File: src/inc/jsr_defines.svh
/*
   Constants of the shutdown/readback test-port host: instructions, packets,
   step indices and TCK-cycle counts. Assumes a 10-bit instruction register.
*/
`ifndef JSR_DEFINES_SVH
`define JSR_DEFINES_SVH

// instructions, shifted lsb first
`define JSR_IR_SHUTDOWN   10'h3CD
`define JSR_IR_CFGIN      10'h3C5
`define JSR_IR_CFGOUT     10'h3C4

// configuration packets, shifted msb first
`define JSR_PKT_A         32'hFFFFFFFF
`define JSR_PKT_B         32'hAA995566
`define JSR_PKT_C         32'h20000000
`define JSR_PKT_D         32'h30008001
`define JSR_PKT_E         32'h00000004
`define JSR_PKT_F         32'h30002001
`define JSR_PKT_G         32'h00000000
`define JSR_PKT_H         32'h28006000
`define JSR_PKT_I         32'h48024090
`define JSR_PKT_NOOP      32'h20000000

// tck-cycle counts of the steps
`define JSR_N_ONE         32'h00000001
`define JSR_N_ENTER       32'h00000002
`define JSR_N_EXIT        32'h00000003
`define JSR_N_RESET       32'h00000005
`define JSR_N_IRLO        32'h00000009
`define JSR_N_RTI         32'h0000000C
`define JSR_N_PKT         32'h0000015F

// step indices
`define JSR_S_SHUT        5'h04
`define JSR_S_RTI         5'h07
`define JSR_S_CFGIN       5'h0A
`define JSR_S_CFGIN_MSB   5'h0B
`define JSR_S_PKT         5'h0E
`define JSR_S_PKT_LAST    5'h0F
`define JSR_S_TOIR        5'h10
`define JSR_S_IRENTER     5'h11
`define JSR_S_CFGOUT      5'h12
`define JSR_S_CFGOUT_MSB  5'h13
`define JSR_S_RB          5'h16
`define JSR_S_RB_LAST     5'h17
`define JSR_S_FINAL       5'h1A

`endif

File: src/inc/jsr_pkg.sv
/*
   Types of the shutdown/readback test-port host.
   Assumes jsr_defines.svh supplies all numeric constants.
*/
package jsr_pkg;

   typedef enum logic [1:0] {JSR_IDLE, JSR_RUN} jsr_state_e;

   typedef enum logic [2:0] {
      JSR_TDI_ZERO, JSR_TDI_ONE, JSR_TDI_SHUT, JSR_TDI_CFGIN, JSR_TDI_CFGOUT, JSR_TDI_PKT
   } jsr_tdi_e;

   typedef struct packed {
      logic        tms;
      jsr_tdi_e    kind;
      logic [31:0] count;
      logic        sample;
   } jsr_step_s;

endpackage

File: src/inc/jsr_stream_if.sv
/*
   Valid/ready word stream between the host sequencer and its buffer.
   Assumes both ends share one clock.
*/
`timescale 1ns/1ns
`default_nettype none
interface jsr_stream_if #(parameter int unsigned WIDTH = 32);
   logic             valid;
   logic             ready;
   logic [WIDTH-1:0] data;
   modport src (output valid, output data, input ready);
   modport snk (input valid, input data, output ready);
endinterface
`default_nettype wire

File: src/rtl/jsr_host.sv
/*
   Test-port host that shuts a programmable device down and reads back its
   frame data, driving tck/tms/tdi and sampling tdo. Assumes the device's
   tap is idle or resettable at start and updates tdo on falling tck.
*/
// Contract
// shift shutdown low nine bits, tms low
// dwell twelve tck cycles in run-test/idle
// shift config-write low nine bits, tms low
// config-write msb one while tms high
// shift 352-bit packet series msb first
// last packet bit zero as tms rises
// three tms-high cycles reach select-ir
// two tms-low cycles enter shift-ir
// shift config-read low nine bits, tms low
// config-read msb one while tms high
// readback bits on tdo, count minus one
// last readback bit as tms rises
// finish with three tms-high cycles
// device prepends one pad frame, no packets
// device computes no crc on readback
// device decodes packets only after sync
`timescale 1ns/1ns
`default_nettype none
`include "jsr_defines.svh"
module jsr_host
   import jsr_pkg::*;
#(
   parameter int unsigned TCK_HALF = 4,
   parameter int unsigned RB_WORDS = 64,
   parameter int unsigned BUF_DEPTH = 2
)
(
   input  wire logic        clock,
   input  wire logic        sys_rst,
   input  wire logic        start,
   input  wire logic        tdoPin,
   output var  logic        tck,
   output var  logic        tms,
   output var  logic        tdi,
   output var  logic        busy,
   output var  logic        done,
   output var  logic [31:0] rbData,
   output var  logic        rbValid,
   input  wire logic        rbReady
);
   // tdo passes four flops, so it needs at least three half-period cycles
   if (TCK_HALF < 3 || TCK_HALF > 127)
      $error("jsr_host: TCK_HALF must lie in 3..127");
   if (RB_WORDS < 1 || RB_WORDS > 1000000)
      $error("jsr_host: RB_WORDS must lie in 1..1000000");

   localparam logic [7:0]  PH_RISE = 8'(TCK_HALF - 1);
   localparam logic [7:0]  PH_LAST = 8'(2 * TCK_HALF - 1);
   localparam logic [31:0] RB_BITS = 32'(RB_WORDS * 32);
   localparam logic [9:0]  IR_SHUT = `JSR_IR_SHUTDOWN;
   localparam logic [9:0]  IR_CIN  = `JSR_IR_CFGIN;
   localparam logic [9:0]  IR_COUT = `JSR_IR_CFGOUT;

   function automatic jsr_step_s mk(input logic t, input jsr_tdi_e k,
                                    input logic [31:0] n, input logic s);
      jsr_step_s r;
      r.tms    = t;
      r.kind   = k;
      r.count  = n;
      r.sample = s;
      return r;
   endfunction

   function automatic logic [31:0] pktWord(input logic [3:0] i);
      case (i)
         4'h0:    pktWord = `JSR_PKT_A;
         4'h1:    pktWord = `JSR_PKT_B;
         4'h2:    pktWord = `JSR_PKT_C;
         4'h3:    pktWord = `JSR_PKT_D;
         4'h4:    pktWord = `JSR_PKT_E;
         4'h5:    pktWord = `JSR_PKT_F;
         4'h6:    pktWord = `JSR_PKT_G;
         4'h7:    pktWord = `JSR_PKT_H;
         4'h8:    pktWord = `JSR_PKT_I;
         default: pktWord = `JSR_PKT_NOOP;
      endcase
   endfunction

   // bit index counts from zero within the step
   function automatic logic tdiBit(input jsr_tdi_e k, input logic [31:0] idx);
      logic [31:0] w;
      w = pktWord(idx[8:5]);
      case (k)
         JSR_TDI_ONE:    tdiBit = 1'b1;
         JSR_TDI_SHUT:   tdiBit = IR_SHUT[idx[3:0]];
         JSR_TDI_CFGIN:  tdiBit = IR_CIN[idx[3:0]];
         JSR_TDI_CFGOUT: tdiBit = IR_COUT[idx[3:0]];
         JSR_TDI_PKT:    tdiBit = w[~idx[4:0]];
         default:        tdiBit = 1'b0;
      endcase
   endfunction

   function automatic jsr_step_s stepInfo(input logic [4:0] s);
      case (s)
         5'h00:            stepInfo = mk(1'b1, JSR_TDI_ZERO, `JSR_N_RESET, 1'b0);
         5'h01:            stepInfo = mk(1'b0, JSR_TDI_ZERO, `JSR_N_ONE, 1'b0);
         5'h02:            stepInfo = mk(1'b1, JSR_TDI_ZERO, `JSR_N_ENTER, 1'b0);
         5'h03:            stepInfo = mk(1'b0, JSR_TDI_ZERO, `JSR_N_ENTER, 1'b0);
         // shutdown instruction
         `JSR_S_SHUT:      stepInfo = mk(1'b0, JSR_TDI_SHUT, `JSR_N_IRLO, 1'b0);
         5'h05:            stepInfo = mk(1'b1, JSR_TDI_ONE, `JSR_N_ONE, 1'b0);
         5'h06:            stepInfo = mk(1'b1, JSR_TDI_ZERO, `JSR_N_ONE, 1'b0);
         // idle dwell
         `JSR_S_RTI:       stepInfo = mk(1'b0, JSR_TDI_ZERO, `JSR_N_RTI, 1'b0);
         5'h08:            stepInfo = mk(1'b1, JSR_TDI_ZERO, `JSR_N_ENTER, 1'b0);
         5'h09:            stepInfo = mk(1'b0, JSR_TDI_ZERO, `JSR_N_ENTER, 1'b0);
         // config-write instruction
         `JSR_S_CFGIN:     stepInfo = mk(1'b0, JSR_TDI_CFGIN, `JSR_N_IRLO, 1'b0);
         `JSR_S_CFGIN_MSB: stepInfo = mk(1'b1, JSR_TDI_ONE, `JSR_N_ONE, 1'b0);
         5'h0C:            stepInfo = mk(1'b1, JSR_TDI_ZERO, `JSR_N_ENTER, 1'b0);
         5'h0D:            stepInfo = mk(1'b0, JSR_TDI_ZERO, `JSR_N_ENTER, 1'b0);
         // packet series, last bit on the exit cycle
         `JSR_S_PKT:       stepInfo = mk(1'b0, JSR_TDI_PKT, `JSR_N_PKT, 1'b0);
         `JSR_S_PKT_LAST:  stepInfo = mk(1'b1, JSR_TDI_ZERO, `JSR_N_ONE, 1'b0);
         // back to shift-ir
         `JSR_S_TOIR:      stepInfo = mk(1'b1, JSR_TDI_ZERO, `JSR_N_EXIT, 1'b0);
         `JSR_S_IRENTER:   stepInfo = mk(1'b0, JSR_TDI_ZERO, `JSR_N_ENTER, 1'b0);
         // config-read instruction
         `JSR_S_CFGOUT:    stepInfo = mk(1'b0, JSR_TDI_CFGOUT, `JSR_N_IRLO, 1'b0);
         `JSR_S_CFGOUT_MSB:stepInfo = mk(1'b1, JSR_TDI_ONE, `JSR_N_ONE, 1'b0);
         5'h14:            stepInfo = mk(1'b1, JSR_TDI_ZERO, `JSR_N_ENTER, 1'b0);
         5'h15:            stepInfo = mk(1'b0, JSR_TDI_ZERO, `JSR_N_ENTER, 1'b0);
         // readback, last bit on the exit cycle
         `JSR_S_RB:        stepInfo = mk(1'b0, JSR_TDI_ZERO, RB_BITS - 32'h1, 1'b1);
         `JSR_S_RB_LAST:   stepInfo = mk(1'b1, JSR_TDI_ZERO, `JSR_N_ONE, 1'b1);
         5'h18:            stepInfo = mk(1'b1, JSR_TDI_ZERO, `JSR_N_EXIT, 1'b0);
         5'h19:            stepInfo = mk(1'b0, JSR_TDI_ZERO, `JSR_N_ENTER, 1'b0);
         // closing tms-high cycles
         default:          stepInfo = mk(1'b1, JSR_TDI_ZERO, `JSR_N_EXIT, 1'b0);
      endcase
   endfunction

   jsr_state_e  state_q;
   logic [7:0]  ph_q;
   logic [4:0]  step_q;
   logic [31:0] cnt_q;
   logic [31:0] rbShift_q;
   logic [4:0]  rbCnt_q;
   logic        wordValid_q;
   logic [31:0] wordData_q;
   logic        tdoSync;
   jsr_step_s   cur;
   jsr_step_s   nxt;
   logic        stall;
   logic        adv;
   logic        lastBit;

   jsr_stream_if #(.WIDTH(32)) fillBus ();

   jsr_pin_sync u_tdo_sync
   (
      .clock   (clock),
      .sys_rst (sys_rst),
      .pinIn   (tdoPin),
      .pinOut  (tdoSync)
   );

   jsr_word_fifo #(.WIDTH(32), .DEPTH(BUF_DEPTH)) u_buf
   (
      .clock    (clock),
      .sys_rst  (sys_rst),
      .fill     (fillBus),
      .outData  (rbData),
      .outValid (rbValid),
      .outReady (rbReady)
   );

   assign fillBus.valid = wordValid_q;
   assign fillBus.data  = wordData_q;

   always_comb
   begin
      cur     = stepInfo(step_q);
      nxt     = stepInfo(step_q + 5'h01);
      // an untaken word freezes tck high, so no readback bit is lost
      stall   = wordValid_q;
      adv     = state_q == JSR_RUN && ph_q == PH_LAST && !stall;
      lastBit = cnt_q == cur.count - 32'h1;
   end

   always_ff @(posedge clock)
   begin
      if (sys_rst)
      begin
         state_q <= JSR_IDLE;
         ph_q    <= '0;
         step_q  <= '0;
         cnt_q   <= '0;
         tck     <= 1'b0;
         tms     <= 1'b1;
         tdi     <= 1'b0;
         busy    <= 1'b0;
         done    <= 1'b0;
      end
      else
      begin
         case (state_q)
            JSR_IDLE:
            begin
               done <= 1'b0;
               if (start)
               begin
                  state_q <= JSR_RUN;
                  busy    <= 1'b1;
                  ph_q    <= '0;
                  step_q  <= '0;
                  cnt_q   <= '0;
                  // the opening reset walk starts with tms high
                  tms     <= 1'b1;
                  tdi     <= 1'b0;
               end
            end
            default:
            begin
               if (ph_q == PH_RISE)
               begin
                  tck  <= 1'b1;
                  ph_q <= ph_q + 8'h01;
               end
               else if (adv)
               begin
                  tck  <= 1'b0;
                  ph_q <= '0;
                  if (!lastBit)
                  begin
                     cnt_q <= cnt_q + 32'h1;
                     tdi   <= tdiBit(cur.kind, cnt_q + 32'h1);
                  end
                  else if (step_q == `JSR_S_FINAL)
                  begin
                     state_q <= JSR_IDLE;
                     busy    <= 1'b0;
                     done    <= 1'b1;
                     tdi     <= 1'b0;
                  end
                  else
                  begin
                     step_q <= step_q + 5'h01;
                     cnt_q  <= '0;
                     tms    <= nxt.tms;
                     tdi    <= tdiBit(nxt.kind, 32'h0);
                  end
               end
               else if (ph_q != PH_LAST)
                  ph_q <= ph_q + 8'h01;
            end
         endcase
      end
   end

   // tdo sampled at the end of each shift cycle, msb of word first
   always_ff @(posedge clock)
   begin
      if (sys_rst)
      begin
         rbShift_q   <= '0;
         rbCnt_q     <= '0;
         wordValid_q <= 1'b0;
         wordData_q  <= '0;
      end
      else
      begin
         if (adv && cur.sample)
         begin
            rbShift_q <= {rbShift_q[30:0], tdoSync};
            rbCnt_q   <= rbCnt_q + 5'h01;
         end
         if (adv && cur.sample && rbCnt_q == 5'h1F)
         begin
            wordValid_q <= 1'b1;
            wordData_q  <= {rbShift_q[30:0], tdoSync};
         end
         else if (wordValid_q && fillBus.ready)
            wordValid_q <= 1'b0;
      end
   end
endmodule
`default_nettype wire

File: src/rtl/jsr_pin_sync.sv
/*
   Three-stage pin synchroniser; the output follows once stages two and
   three agree. Assumes an asynchronous input and a synchronous reset.
*/
`timescale 1ns/1ns
`default_nettype none
module jsr_pin_sync
(
   input  wire logic clock,
   input  wire logic sys_rst,
   input  wire logic pinIn,
   output var  logic pinOut
);
   logic s1_q;
   logic s2_q;
   logic s3_q;

   always_ff @(posedge clock)
   begin
      if (sys_rst)
      begin
         s1_q <= 1'b0;
         s2_q <= 1'b0;
         s3_q <= 1'b0;
      end
      else
      begin
         s1_q <= pinIn;
         s2_q <= s1_q;
         s3_q <= s2_q;
      end
   end

   // filters a one-cycle glitch at the cost of one more cycle of latency
   always_ff @(posedge clock)
   begin
      if (sys_rst)
         pinOut <= 1'b0;
      else if (s2_q == s3_q)
         pinOut <= s3_q;
   end
endmodule
`default_nettype wire

File: src/rtl/jsr_word_fifo.sv
/*
   Small word buffer with registered outputs on both sides.
   Assumes one clock; the drain side may stall freely.
*/
`timescale 1ns/1ns
`default_nettype none
module jsr_word_fifo
#(
   parameter int unsigned WIDTH = 32,
   parameter int unsigned DEPTH = 2
)
(
   input  wire logic             clock,
   input  wire logic             sys_rst,
   jsr_stream_if.snk             fill,
   output var  logic [WIDTH-1:0] outData,
   output var  logic             outValid,
   input  wire logic             outReady
);
   localparam int unsigned AW = (DEPTH > 1) ? $clog2(DEPTH) : 1;

   if (DEPTH != 2 ** AW || DEPTH < 2)
      $error("jsr_word_fifo: DEPTH must be a power of two, at least 2");

   logic [WIDTH-1:0] mem_q [DEPTH];
   logic [AW-1:0]    wrPtr_q;
   logic [AW-1:0]    rdPtr_q;
   logic [AW:0]      count_q;
   logic             push;
   logic             pop;
   logic [AW-1:0]    rdPtr_d;
   logic [AW:0]      count_d;

   always_comb
   begin
      push    = fill.valid && fill.ready;
      pop     = outValid && outReady;
      rdPtr_d = pop ? rdPtr_q + 1'b1 : rdPtr_q;
      count_d = count_q + {{AW{1'b0}}, push} - {{AW{1'b0}}, pop};
   end

   always_ff @(posedge clock)
   begin
      if (push)
         mem_q[wrPtr_q] <= fill.data;
   end

   always_ff @(posedge clock)
   begin
      if (sys_rst)
      begin
         wrPtr_q    <= '0;
         rdPtr_q    <= '0;
         count_q    <= '0;
         outValid   <= 1'b0;
         fill.ready <= 1'b0;
         outData    <= '0;
      end
      else
      begin
         wrPtr_q    <= push ? wrPtr_q + 1'b1 : wrPtr_q;
         rdPtr_q    <= rdPtr_d;
         count_q    <= count_d;
         outValid   <= count_d != '0;
         fill.ready <= count_d != (AW + 1)'(DEPTH);
         // head word bypasses the array when it is written this very cycle
         outData    <= (push && wrPtr_q == rdPtr_d) ? fill.data : mem_q[rdPtr_d];
      end
   end
endmodule
`default_nettype wire

File: config.mk
export PLATFORM = sky130hd
export DESIGN_NAME = jsr_host
export DESIGN_NICKNAME = d
export VERILOG_FILES = /design/src/inc/jsr_pkg.sv /design/src/inc/jsr_stream_if.sv /design/src/rtl/jsr_host.sv /design/src/rtl/jsr_pin_sync.sv /design/src/rtl/jsr_word_fifo.sv
export VERILOG_INCLUDE_DIRS = /design/src /design/src/inc
export SDC_FILE = /design/constraint.sdc
export NUM_CORES = 1
export LEC_CHECK = 0
export ABC_AREA = 0
export BUFFER_PORTS_ARGS = -buffer_cell sky130_fd_sc_hd__buf_2
export CORE_MARGIN = 8
export CORE_UTILIZATION = 45
export DETAILED_ROUTE_END_ITERATION = 8
export PLACE_DENSITY_LB_ADDON = 0.2
export SETUP_SLACK_MARGIN = 0.05
export SYNTH_ARGS = -nofsm -noshare
export SYNTH_HDL_FRONTEND = slang
export SYNTH_SLANG_ARGS = --single-unit
export TNS_END_PERCENT = 20
File: constraint.sdc
create_clock -name clock -period 8.2 [get_ports clock]
set_clock_uncertainty 0.15 [all_clocks]
set_input_delay 0.41 -clock clock [delete_from_list [all_inputs] [get_ports clock]]
set_output_delay 0.41 -clock clock [all_outputs]
set_load 0.02 [all_outputs]
# Yosys cells after proc, flatten, opt, wreduce, memory -nomap -nowiden
# Memory sizes are Yosys's and may differ from the RTL's. A register that Yosys moved wholly into a read port is not among the register bits.
# Index checks and enable logic that the tools add are counted.
# Widths: inputs -> output; s select.
# classes
n_bitwise	3
n_div	0
reduce_logical	24
order_cmp	2
n_mul	0
n_addsub	9
muxes	61
shift	0
n_eq_ne	22
# op_table
op	n
$mux 32	11
$mux 5	8
$mux 8	5
$add 32x1->32 const B	1
$eq 32x32->1	1
$sub 32x1->32 const B	1
$mux 1	29
$eq 3x2->1 const B	4
$mux 2	6
$reduce_bool 2->1	6
$add 5x1->5 const B	2
$eq 5x5->1 const B	2
$reduce_and 5->1	2
$eq 3x3->1 const B	3
$add 8x1->8 const B	1
$eq 8x2->1 const B	1
$eq 8x3->1 const B	1
$ne 8x3->1 const B	1
$reduce_and 4->1	2
$eq 3x1->1 const B	2
$logic_and 1x1->1	6
$lt 5x6->1 const B	1
$bmux 1 s5	1
$lt 4x5->1 const B	1
other kinds (18)	23
# word_totals
latch_bits	0
ff_bits	131
rom_bits	1584
output_inout_bits	38
input_bits	5
wordCells	150
n_memories	7
ram_bits	64
# mem_list
memory	words	width	read_ports	rd_clocked_by_memory_dff	write_ports	line_no	source
(no name shown)	16	32	1	0	0	jsr_host.sv:71	case (i)
(no name shown)	32	16	1	1	0	jsr_host.sv:100	case (s)
(no name shown)	32	16	1	0	0	jsr_host.sv:100	
u_buf.mem_q	2	32	1	1	1	jsr_word_fifo.sv:25	logic [WIDTH-1:0] mem_q [DEPTH];
(no name shown)	16	1	1	0	0	jsr_host.sv:93	JSR_TDI_CFGOUT: tdiBit = IR_COUT[idx[3:0]];
(no name shown)	16	1	1	0	0	jsr_host.sv:92	JSR_TDI_CFGIN: tdiBit = IR_CIN[idx[3:0]];
1 more memories	n/a	n/a	n/a	n/a	n/a	n/a	

# Logic depth before layout (Yosys ltp)
# logic_depth
word_depth	14
ltp_mapped	18
mapped_depth_nobuf	16

# By module
# A second synthesis with hierarchy kept.
# unflattened
hier_cells	1136
hier_area_um2	10592.7
# modules_own_cells
module	seq_area_each_um2	area_each_um2	cells_per_inst	instances
jsr_host	2582.5	6650.1	849	1
jsr_word_fifo	2682.6	3829.9	277	1
jsr_pin_sync	80.1	112.6	10	1

# Worst setup path before layout
# No wires, ideal clock.
# synth_timing
kind	register to register
start	reg, netlist name cur[1]
end	reg, netlist name cur[34]
synth_period_minus_slack_ps	4066
path_buffers	1
setup_time_ps	70
slack_ps	4134
stages_incl_launch_ff	17
arrival_time_ps	3846
required_time_ps	7980
cell_sequence	dfxtp_1 > inv_1 > ha_1 > or3b_4 > nor3_4 > ha_1 > xor2_1 > a2111oi_0 > nand4_1 > or4_4 > or3_1 > a31o_1 > buf_2 > inv_1 > ha_1 > or3b_1 > a21boi_1
# synth_between
elab_chain_len	6
# synth_lines
item	line_no	source
$sub 32x1->32	jsr_host.sv:184	lastBit = cnt_q == cur.count - 32'h1;
$eq 32x32->1	jsr_host.sv:184	
$reduce_bool 2->1 (no line)	n/a	
$reduce_and 5->1 (no line)	n/a	
$mux 5 (no line) (2 in a row)	n/a	
# Every way passes these cells.
# A chain may end at the register's enable or synchronous reset.

# Worst setup path after layout
# layout_timing
start	reg, netlist name cur[1]
end	reg, netlist name cur[34]
# layout_between
elab_chain_len	6
# layout_lines
item	line_no
$sub 32x1->32	jsr_host.sv:184
$eq 32x32->1	jsr_host.sv:184
$reduce_bool 2->1 (no line)	n/a
$reduce_and 5->1 (no line)	n/a
$mux 5 (no line) (2 in a row)	n/a
# Every way passes these cells.

==> flow_metrics.env <==
export IMPL_swShare=0.228
export IMPL_core_area_um2=23200
export IMPL_grt_antenna_before_repair=0
export IMPL_grt_use_total=0.153
export IMPL_drtIter0Drc=396
export IMPL_clockBufferDepth=3
export IMPL_synthesis_nets=1154
export IMPL_setup_tns_ps=0
export IMPL_htree_levels=1
export IMPL_ys_seq_area_frac=0.508
export IMPL_fp_row_count=56
export IMPL_path_clk_slew_ps=60
export IMPL_cts_root_buf="clkbuf_16"
export IMPL_dp_hpwl_um=13600
export IMPL_n_fill_cell=2193
export IMPL_synth_area_per_cell_um2=9.34
export IMPL_setup_worst_path_class="flip-flop to flip-flop"
export IMPL_synthAdderAreaFrac=0.0262
export IMPL_rsz0062_at_grt="false"
export IMPL_drc=0
export IMPL_grt_pass1_vias=7583
export IMPL_combPwrFrac=0.077
export IMPL_slew_violations=0
export IMPL_syn_area_um2=10500
export IMPL_grt_start_max_net_pins=92
export IMPL_setup_viol=0
export IMPL_fmax_mhz=219
export IMPL_synth_seq_cells=235
export IMPL_synth_compound_area_frac=0.140
export IMPL_insertion_delay_ps=520
export IMPL_post_cts_setup_buffers=0
export IMPL_grt_ovfl_total=0
export IMPL_p_per_area_nw_per_um2=215
export IMPL_hold_class="primary input to flip-flop"
export IMPL_die_x_um=169
export IMPL_ys_flop_type="dfxtp_1"
export IMPL_die_h_um=169
export IMPL_nNetsFinal=1169
export IMPL_peakVddDrop_v=0.000177
export IMPL_routabilityCongestion=0.861
export IMPL_drt_total_wl_um=21800
export IMPL_ys_types=79
export IMPL_pwr_share_clk=0.442
export IMPL_internal_power_mw=1.96
export IMPL_ant_nets=0
export IMPL_synth_xor_area_share=0.0449
export IMPL_crit_path_end_kind="flip-flop"
export IMPL_seqPwrFrac=0.480
export IMPL_start_kind="flip-flop"
export IMPL_finalCritPeriodShare=0.557
export IMPL_synth_top_family_by_area="simple AND/OR/NAND/NOR gates"
export IMPL_yosys_warnings=0
export IMPL_portBuffers=42
export IMPL_antenna_cells=0
export IMPL_crit_arrival_ps=4870
export IMPL_ios=43
export IMPL_start_util=0.454
export IMPL_worst_pin_slew_ps=948
export IMPL_synth_cells=1127
export IMPL_leakage_nw=4.51
export IMPL_drive_gt1_frac=0.100
export IMPL_synth_edf_count=64
export IMPL_power_switching_mw=0.581
export IMPL_fin_hold_ws_ps=148
export IMPL_cts_tree="yes"
export IMPL_ys_async_sr_fraction=0
export IMPL_cp_max_fo=14
export IMPL_wl_per_cell_um=14.8
export IMPL_max_slew_margin=0.368
export IMPL_finalHoldViolations=0
export IMPL_cp_data_required_time_ps=8500
export IMPL_status="finished clean"
export IMPL_via_count=7889
export IMPL_cap_violations=0
export IMPL_syn_to_final_growth_pct=12.1
export IMPL_firstDrtPassIters=5
export IMPL_cts_buffers=25
export IMPL_die_area_um2=28500
export IMPL_synth_simple_gate_area_frac=0.200
export IMPL_grt_pass1_wl_um=37100
export IMPL_fin_crit_ps=4570
export IMPL_synthMuxAreaShare=0.0451
export IMPL_vias_per_cell=5.33
export IMPL_cts_sinks=235
==> cell type report <==
| type | count | area (um^2) | share of cell area |
|---|---|---|---|
| repair buffers | 54 | 305 | 0.0259 |
| clock inverters | 11 | 123 | 0.0104 |
| flip-flops and latches | 235 | 5350 | 0.453 |
| inverters | 30 | 113 | 0.00954 |
| clock buffers | 34 | 709 | 0.0601 |
| multi-input cells | 796 | 4810 | 0.407 |
| well taps | 319 | 399 | 0.0338 |
==> critical path, stage by stage (launching register included) <==
cell and delay (ps):
dfxtp_1 350, inv_1 70, ha_1 190, or3b_4 440, nor3_4 160, ha_1 190
xor2_1 60, a2111oi_0 580, nand4_1 150, or4_4 540, or3_1 410, a31o_1 340
inv_1 150, ha_1 230, or3b_1 360, a21boi_1 120
==> cell usage after synthesis, drive strengths merged (12+ instances only) <==
| cell | number | area share |
|---|---|---|
| a211oi | 39 | 0.028 |
| a21oi | 97 | 0.047 |
| and3 | 16 | 0.0095 |
| clkbuf | 55 | 0.020 |
| dfxtp | 171 | 0.33 |
| edfxtp | 64 | 0.18 |
| ha | 22 | 0.026 |
| inv | 30 | 0.011 |
| mux2i | 44 | 0.042 |
| nand2 | 192 | 0.068 |
| nand3 | 20 | 0.010 |
| nor2 | 103 | 0.037 |
| nor3 | 24 | 0.013 |
| nor4 | 12 | 0.0092 |
| o21ai | 21 | 0.010 |
| or3 | 15 | 0.0089 |
| xnor2 | 30 | 0.025 |
| xor2 | 24 | 0.020 |
==> layer usage <==
| layer | share of wire | vias up | track usage |
|---|---|---|---|
| met2 | 0.46 | 130 | 0.257 |
| li1 | - | 4005 | - |
| met5 | 0 | - | 0 |
| met3 | 0.040 | 31 | 0.0228 |
| met1 | 0.48 | 3723 | 0.201 |
| met4 | 0.021 | 0 | 0.0411 |
==> repair_timing <==
action,CTS,global route
hold buffers,1,0
endpoints found under the hold margin,1,0
gates resized for setup,0,0
==> cells by family after synthesis <==
family | Yosys count
compound gates | 228
xor+xnor | 54
fa+ha+maj | 22
buf+inv | 96
flops | 235
mux | 47
simple gates | 445
==> final timing paths <==
| kind | to | cells after the start | start | slack (ps) |
|---|---|---|---|---|
| max | cur[34] | 15 | cur[1] | 3630 |
| min reg2reg | u_tdo_sync.s2_q | 1 | u_tdo_sync.s1_q | 290 |
| max reg2reg | cur[34] | 15 | cur[1] | 3630 |
| min | busy | 3 | start | 150 |
==> metrics by stage <==
step	cell area [um^2]	power [mW]	cells	utilization	setup WS [ps]
final	11800	2.54	1479	0.509	3630
after global routing	11800	2.64	1479	0.509	3310
after CTS	11800	2.58	1479	0.509	3620
after detailed placement	11000	1.45	1433	0.473	3650
after global placement	11000	1.44	1433	0.473	3780
after floorplan	10500	1.39	1127	-	4130
==> cells in the final DEF, fill, tap and decap left out, types with 5 or more instances in the layout <==
cell       synthesis  routed
ha_1              22      22
o211ai_1           8       8
and2_1             8       8
o31ai_1            6       6
a21oi_1           95      95
or4_1              6       6
nand4_1           11      11
clkbuf_16          0      25
inv_1             30      30
a211oi_1          39      39
nand3_1           19      19
nor3_1            21      21
buf_2              9      41
nor4_1            10      10
dfxtp_1          171     171
o21ai_0           20      20
xnor2_1           30      29
xor2_1            24      24
and3_1            16      16
nor2_1           102     101
a31oi_1            8       8
buf_4              1      12
clkbuf_8           0       5
or3_1             15      15
nand2b_1           6       6
nor2b_1            9       9
edfxtp_1          64      64
o22ai_1            5       5
nand2_1          192     191
mux2i_1           44      44
==> power by group through the flow <==
| stage | clock (mW) | sequential [mW] | combinational, mW |
|---|---|---|---|
| floorplan | 0 | 1.27 | 0.120 |
| global placement | 0 | 1.25 | 0.199 |
| detailed placement | 0 | 1.25 | 0.200 |
| CTS | 1.15 | 1.22 | 0.201 |
| global route | 1.20 | 1.22 | 0.215 |
| finish | 1.12 | 1.22 | 0.197 |
==> sequential cells by signal (all words and copies together) (netlist names), 2 cells and up <==
| register | count |
|---|---|
| fillBus.data | 32 |
| cur | 10 |
| cnt_q | 32 |
| step_q | 5 |
| u_buf.count_q | 2 |
| rbCnt_q | 5 |
| rbShift_q | 31 |
| u_buf.outData | 32 |
| ph_q | 8 |
| u_buf.mem_q | 64 |
(Power assumes the default switching activity.)
